### src/core/core_event_pkg.sv
/*
 * Shared constants and types for the core event prioritizer:
 * event level numbers, vector widths, latency figures and the
 * packed carrier for the fixed core event requests.
 * Assumes a single core clock domain and no software-visible registers.
 */
package core_event_pkg;

    // ==========================================================
    // Level numbering (lower number wins)
    // ==========================================================
    localparam int unsigned LEVEL_COUNT      = 16;
    localparam int unsigned LEVEL_W          = 4;
    localparam int unsigned LEVEL_SCAN_W     = 5;
    localparam logic [3:0]  LVL_EMULATION    = 4'h0;
    localparam logic [3:0]  LVL_RESET        = 4'h1;
    localparam logic [3:0]  LVL_NMI          = 4'h2;
    localparam logic [3:0]  LVL_EXCEPTION    = 4'h3;
    localparam logic [3:0]  LVL_RESERVED     = 4'h4;
    localparam logic [3:0]  LVL_HW_ERROR     = 4'h5;
    localparam logic [3:0]  LVL_CORE_TIMER   = 4'h6;
    localparam logic [3:0]  LVL_GENERAL_7    = 4'h7;
    localparam logic [3:0]  LVL_GENERAL_8    = 4'h8;
    localparam logic [3:0]  LVL_GENERAL_14   = 4'hE;
    localparam logic [3:0]  LVL_GENERAL_15   = 4'hF;
    localparam int unsigned GENERAL_COUNT    = 9;
    // Peripheral error requests land on this level by default
    localparam logic [3:0]  LVL_PERIPH_ERROR = LVL_GENERAL_7;
    // Scan result meaning "no level set"
    localparam logic [4:0]  LVL_NONE         = 5'h10;

    // ==========================================================
    // Timing
    // ==========================================================
    localparam int unsigned CLK_PERIOD_NS    = 25;
    // Least core cycles from a general request to its pending bit
    localparam int unsigned GEN_LATENCY_CYC  = 3;

    // ==========================================================
    // Types
    // ==========================================================
    typedef logic [LEVEL_W-1:0]       level_t;
    typedef logic [LEVEL_SCAN_W-1:0]  level_scan_t;
    typedef logic [LEVEL_COUNT-1:0]   level_vec_t;
    typedef logic [GENERAL_COUNT-1:0] general_vec_t;

    // Fixed core event requests, one level each
    typedef struct packed {
        logic emulation_event;
        logic reset_event;
        logic nmi_event;
        logic exception_event;
        logic hardware_error_event;
        logic core_timer_event;
    } core_events_t;

    localparam level_vec_t RESET_VEC = 16'h0000;

endpackage

### src/core/core_event_prioritizer.sv
/*
 * Core event prioritizer: latches core and general interrupt requests,
 * picks the highest-priority one that may preempt current service, and
 * flags nested service levels in the pending-level output.
 * Assumes requests come from logic on CLK_SYS and that the sequencer
 * pulses SERVICE_RETURN once per finished handler.
 */
`timescale 1ns/10ps
`default_nettype none

module core_event_prioritizer (
    input  wire logic                         CLK_SYS,
    input  wire logic                         RESET_N,
    input  wire core_event_pkg::core_events_t CORE_EVENTS,
    input  wire core_event_pkg::general_vec_t GENERAL_REQ,
    input  wire logic                         PERIPH_ERROR_REQ,
    input  wire logic                         SERVICE_RETURN,
    output logic [15:0]                       PENDING_LEVEL_OUTPUT,
    output logic [3:0]                        ACTIVE_LEVEL,
    output logic                              ACTIVE_VALID,
    output logic                              EVENT_TAKEN,
    output logic [3:0]                        TAKEN_LEVEL
);

    // ==========================================================
    // Helpers
    // ==========================================================
    // Lowest set bit index, LVL_NONE when empty
    function automatic core_event_pkg::level_scan_t lowest_set(
        input core_event_pkg::level_vec_t vec
    );
        core_event_pkg::level_scan_t idx;
        idx = core_event_pkg::LVL_NONE;
        for (int i = core_event_pkg::LEVEL_COUNT - 1; i >= 0; i--) begin
            if (vec[i]) begin
                idx = core_event_pkg::level_scan_t'(i);
            end
        end
        return idx;
    endfunction

    // ==========================================================
    // Request assembly
    // ==========================================================
    core_event_pkg::level_vec_t  raw_req;
    core_event_pkg::level_vec_t  stage_r;
    core_event_pkg::level_vec_t  latch_r;
    core_event_pkg::level_vec_t  latch_nxt;
    core_event_pkg::level_vec_t  pending_r;
    core_event_pkg::level_vec_t  pending_nxt;
    core_event_pkg::level_vec_t  eligible;
    core_event_pkg::level_vec_t  candidates;
    core_event_pkg::level_vec_t  take_vec;
    core_event_pkg::level_vec_t  ret_vec;
    core_event_pkg::level_scan_t pend_low;
    core_event_pkg::level_scan_t win_scan;
    core_event_pkg::level_scan_t next_low;
    logic                        take;
    core_event_pkg::general_vec_t general_in;

    assign general_in = GENERAL_REQ
        | (core_event_pkg::general_vec_t'(PERIPH_ERROR_REQ)
           << (core_event_pkg::LVL_PERIPH_ERROR - core_event_pkg::LVL_GENERAL_7));

    assign raw_req[core_event_pkg::LVL_EMULATION]  = CORE_EVENTS.emulation_event;
    assign raw_req[core_event_pkg::LVL_RESET]      = CORE_EVENTS.reset_event;
    assign raw_req[core_event_pkg::LVL_NMI]        = CORE_EVENTS.nmi_event;
    // exception level, reserved level tied off
    assign raw_req[core_event_pkg::LVL_EXCEPTION]  = CORE_EVENTS.exception_event;
    assign raw_req[core_event_pkg::LVL_RESERVED]   = 1'b0;
    assign raw_req[core_event_pkg::LVL_HW_ERROR]   = CORE_EVENTS.hardware_error_event;
    assign raw_req[core_event_pkg::LVL_CORE_TIMER] = CORE_EVENTS.core_timer_event;
    // general levels 7 to 15, level 15 last
    assign raw_req[core_event_pkg::LVL_GENERAL_15:core_event_pkg::LVL_GENERAL_7] = general_in;

    // ==========================================================
    // Selection
    // ==========================================================
    // Only levels above current service may preempt it
    assign pend_low = lowest_set(pending_r);
    always_comb begin
        for (int i = 0; i < core_event_pkg::LEVEL_COUNT; i++) begin
            eligible[i] = (core_event_pkg::level_scan_t'(i) < pend_low);
        end
    end

    assign candidates = latch_r & eligible;
    assign win_scan   = lowest_set(candidates);
    assign take       = (win_scan != core_event_pkg::LVL_NONE);
    assign take_vec   = take ? (core_event_pkg::level_vec_t'(1) << win_scan[3:0])
                             : core_event_pkg::RESET_VEC;

    // Return retires only the innermost service level
    assign ret_vec = (SERVICE_RETURN && pend_low != core_event_pkg::LVL_NONE)
                   ? (core_event_pkg::level_vec_t'(1) << pend_low[3:0])
                   : core_event_pkg::RESET_VEC;

    // New request wins over the clear of its own latch
    assign latch_nxt   = (latch_r & ~take_vec) | stage_r;
    // winner's bit joins the nested service set
    assign pending_nxt = (pending_r & ~ret_vec) | take_vec;
    assign next_low    = lowest_set(pending_nxt);

    // ==========================================================
    // State
    // ==========================================================
    // request stage, latch, then pending: three edges
    always_ff @(posedge CLK_SYS or negedge RESET_N) begin
        if (!RESET_N) begin
            stage_r   <= core_event_pkg::RESET_VEC;
            latch_r   <= core_event_pkg::RESET_VEC;
            pending_r <= core_event_pkg::RESET_VEC;
        end else begin
            stage_r   <= raw_req;
            latch_r   <= latch_nxt;
            pending_r <= pending_nxt;
        end
    end

    // Status outputs registered for clean timing into the sequencer
    always_ff @(posedge CLK_SYS or negedge RESET_N) begin
        if (!RESET_N) begin
            ACTIVE_LEVEL <= core_event_pkg::LVL_EMULATION;
            ACTIVE_VALID <= 1'b0;
            EVENT_TAKEN  <= 1'b0;
            TAKEN_LEVEL  <= core_event_pkg::LVL_EMULATION;
        end else begin
            ACTIVE_LEVEL <= next_low[3:0];
            ACTIVE_VALID <= (next_low != core_event_pkg::LVL_NONE);
            EVENT_TAKEN  <= take;
            TAKEN_LEVEL  <= win_scan[3:0];
        end
    end

    assign PENDING_LEVEL_OUTPUT = pending_r;
endmodule

`default_nettype wire

### config.mk
export PLATFORM = sky130hd
export DESIGN_NAME = core_event_prioritizer
export DESIGN_NICKNAME = d
export VERILOG_FILES = /design/src/core/core_event_pkg.sv /design/src/core/core_event_prioritizer.sv
export SDC_FILE = /design/constraint.sdc
export NUM_CORES = 1
export LEC_CHECK = 0
export BUFFER_PORTS_ARGS = -buffer_cell sky130_fd_sc_hd__buf_4
export CAP_MARGIN = 20
export CORE_ASPECT_RATIO = 1.1
export CORE_MARGIN = 2
export CORE_UTILIZATION = 50
export DETAILED_ROUTE_END_ITERATION = 16
export GPL_ROUTABILITY_DRIVEN = 0
export HOLD_SLACK_MARGIN = 0.1
export PLACE_DENSITY_LB_ADDON = 0.12
export SYNTH_ARGS = -nofsm -noshare
export SYNTH_HDL_FRONTEND = slang
export SYNTH_SLANG_ARGS = --single-unit
export TNS_END_PERCENT = 50
### constraint.sdc
create_clock -name CLK_SYS -period 7.6 [get_ports CLK_SYS]
set_clock_uncertainty 0.15 [all_clocks]
set_input_delay 1.52 -clock CLK_SYS [delete_from_list [all_inputs] [get_ports CLK_SYS]]
set_output_delay 1.52 -clock CLK_SYS [all_outputs]
set_load 0.03 [all_outputs]
==> qor.txt <==
DR vias -> 2944
Synth Register Bits -> 57
Max-cap viol count -> 0
Initial Util -> 51.92%
Post-synth EDFFs -> 0
Share of the yosys chip area belonging to registers -> 47.62%
Flop pwr share -> 35.6%
WL per Instance -> 19.68 µm
Unique masters post-synth -> 62
Die Y -> 85.18 µm
# clock sinks -> 57
Congestion Overflow GR -> 0
Type of the most critical hold path -> flip-flop to flip-flop
Post-synth top flop -> dfrtp_1
Core Area -> 5769 µm²
Largest net degree at the start of global routing -> 58
Final hold violation count -> 0
Ports -> 45
1st-pass router iterations -> 5
Mapped Area -> 2995 µm²
Psw -> 0.0004946 W
Leakage power -> 1.399 nW
Die Area -> 6626 µm²
Tmin final -> 4.183 ns
Initial DRC count -> 491
Setup TNS Final -> 0 ns
Antenna diodes -> 0
Ys async rst share -> 100.0%
Max IR drop VDD -> 0.1817 mV
Slowest CP cell -> a31oi_1
CTS tree -> yes
DR vias/cell -> 6.528
Fin nets -> 389
Post-synth top cells -> dfrtp_1, nand2_1, nor2_1
Pins Over Slew Limit -> 0
Endpoints failing setup -> 0
Initial antenna violation count -> 0
Fin crit share -> 55.05%
Cells after synthesis -> 320
YS warnings -> 0
Num CTS Buffers -> 9
Util after Layout -> 62.20%
Worst-path clk slew -> 0.07 ns
Fillers -> 493
Synth top area share -> 47.62%
Worst Setup Slack post-DPL -> 3.600 ns
CTS hold repair buffers -> 0
Slew of the pin with the lowest slew margin -> 1.098 ns
Max_slew headroom -> 26.49%
Unrepaired setup endpoints after global routing -> false
Leading post-synthesis cells by cell area -> dfrtp_1, nand2_1, nor2_1
WL final -> 8876 µm
Endpoint class of the critical path -> flip-flop
Mean post-synth cell area -> 9.361 µm²
Placed wire-length estimate -> 6503 µm
Site row count -> 29
DRC violations left -> 0
Total GRT Usage -> 28.74%
Worst Setup Slack, final -> 3.417 ns
Post-cts sizing count -> 0
CP startpoint kind -> flip-flop
Comb pwr share -> 40.2%
Sw frac -> 42.62%
CP Data Required Time -> 7.67 ns
Power Density -> 323.4 nW/µm²
CP arrival -> 4.25 ns
CP max FO -> 13
CP most frequent cell -> nor2_1
Setup Fix Bufs, Post-CTS -> 0
H-tree depth -> 3
PortBufs -> 44
Leading area contributor after synthesis -> dfrtp_1
Area growth syn-to-layout -> 19.80%
Die width -> 77.80 µm
Clk root buf -> clkbuf_8
Internal power -> 0.0006659 W
Setup CP Type -> flip-flop to flip-flop
CP Cell Sequence -> nor2_1, o21ai_1, or2_2, o41ai_1, nand3_1, a31oi_1, inv_1, nor2_1, nand2_1, a21o_1
Syn nets -> 339
Status -> completed
First-pass GRT wire length -> 14590 µm
CTS max path bufs -> 2
Total Power -> 0.001160 W
Max Fclk -> 0.2390 GHz
Clock power share -> 24.1%
CP peak stage delay -> 0.80 ns
Share of cells above drive strength 1 -> 22.99%
Worst skew pair latency -> 0.34 ns
Most frequent cell after synthesis -> dfrtp_1
Vias in the first global route -> 2843
Antenna viol nets, final -> 0
-- per-layer routing --
layer,wire [µm],up-vias,GRT usage [%],part of all wire [%]
met1,3665,1392,38.66,41
met4,363,0,13.31,4.1
met3,857,49,7.660,9.7
met2,3989,212,43.65,45
met5,0,-,0,0
li1,-,1291,-,-
-- worst max-delay path, delay by kind of cell, from the launching register on --
family | cells | cell delay [ns]
buffers and inverters | 1 | 0.19
AO/OA/AOI/OAI | 4 | 1.79
flip-flops | 1 | 0.49
AND/OR/NAND/NOR | 5 | 1.44
-- final timing paths --
check / end / depth (start not counted) / from / slack (ns)
setup / recovery: latch_r[15] / 10 / PENDING_LEVEL_OUTPUT[5] / 3.42
hold / removal: latch_r[13] / 1 / stage_r[13] / 0.27
setup reg to reg: latch_r[15] / 10 / PENDING_LEVEL_OUTPUT[5] / 3.42
hold reg to reg: latch_r[13] / 1 / stage_r[13] / 0.27
max in group asynchronous: PENDING_LEVEL_OUTPUT[3] / 1 / RESET_N / 5.75
min in group asynchronous: PENDING_LEVEL_OUTPUT[14] / 1 / RESET_N / 1.08
-- logic make-up after synthesis --
family | after synthesis | share of synthesized area [%]
flops | 57 | 47.62
buf+inv | 12 | 1.838
compound gates | 105 | 25.15
simple gates | 145 | 25.06
mux | 1 | 0.3342
-- area by class of cell --
class	instances	area, µm²	share of cell area, %
inverter	7	26.28	0.7322
multi-input combinational	251	1514	42.19
clock inverter	3	40.04	1.116
timing repair buffer	44	330.3	9.205
sequential	57	1426	39.75
tap	77	96.34	2.685
clock buffer	12	155.1	4.324
-- through the flow --
stage	hold slack [ns]	cell area [µm²]	cells
after global placement	0.2581	3393	436
after global routing	0.2817	3588	451
after floorplan	0.2544	2995	320
after detailed placement	0.2624	3393	436
after CTS	0.2699	3588	451
final	0.2722	3588	451
-- flip-flops by register name, indices dropped and copies added, names as in the netlist --
| name | cells |
|---|---|
| EVENT_TAKEN | 1 |
| ACTIVE_LEVEL | 4 |
| PENDING_LEVEL_OUTPUT | 16 |
| stage_r | 15 |
| ACTIVE_VALID | 1 |
| latch_r | 16 |
| TAKEN_LEVEL | 4 |
-- cells in the final DEF, fill, tap and decap left out, drive strengths merged, types with 2 or more instances in the layout --
master,instances
a21o,17
a21oi,14
a31o,3
a31oi,8
and2,4
buf,44
clkbuf,12
clkinv,2
dfrtp,57
inv,7
nand2,52
nand2b,5
nand3,6
nand4,3
nor2,35
nor2b,3
nor3,8
nor3b,2
nor4,8
o211a,2
o211ai,5
o21a,3
o21ai,24
o22ai,2
o31a,2
o31ai,6
o41ai,4
or2,9
or4,7
-- power groups by stage --
stage	clock (W)	combinational, W	sequential, W
2_1_floorplan	0	0.000257	0.000460
3_3_place_gp	0	0.000453	0.000416
3_5_place_dp	0	0.000454	0.000418
4_1_cts	0.000286	0.000456	0.000412
5_1_grt	0.000300	0.000501	0.000419
6_report	0.000280	0.000467	0.000414
(Power assumes the default switching activity.)
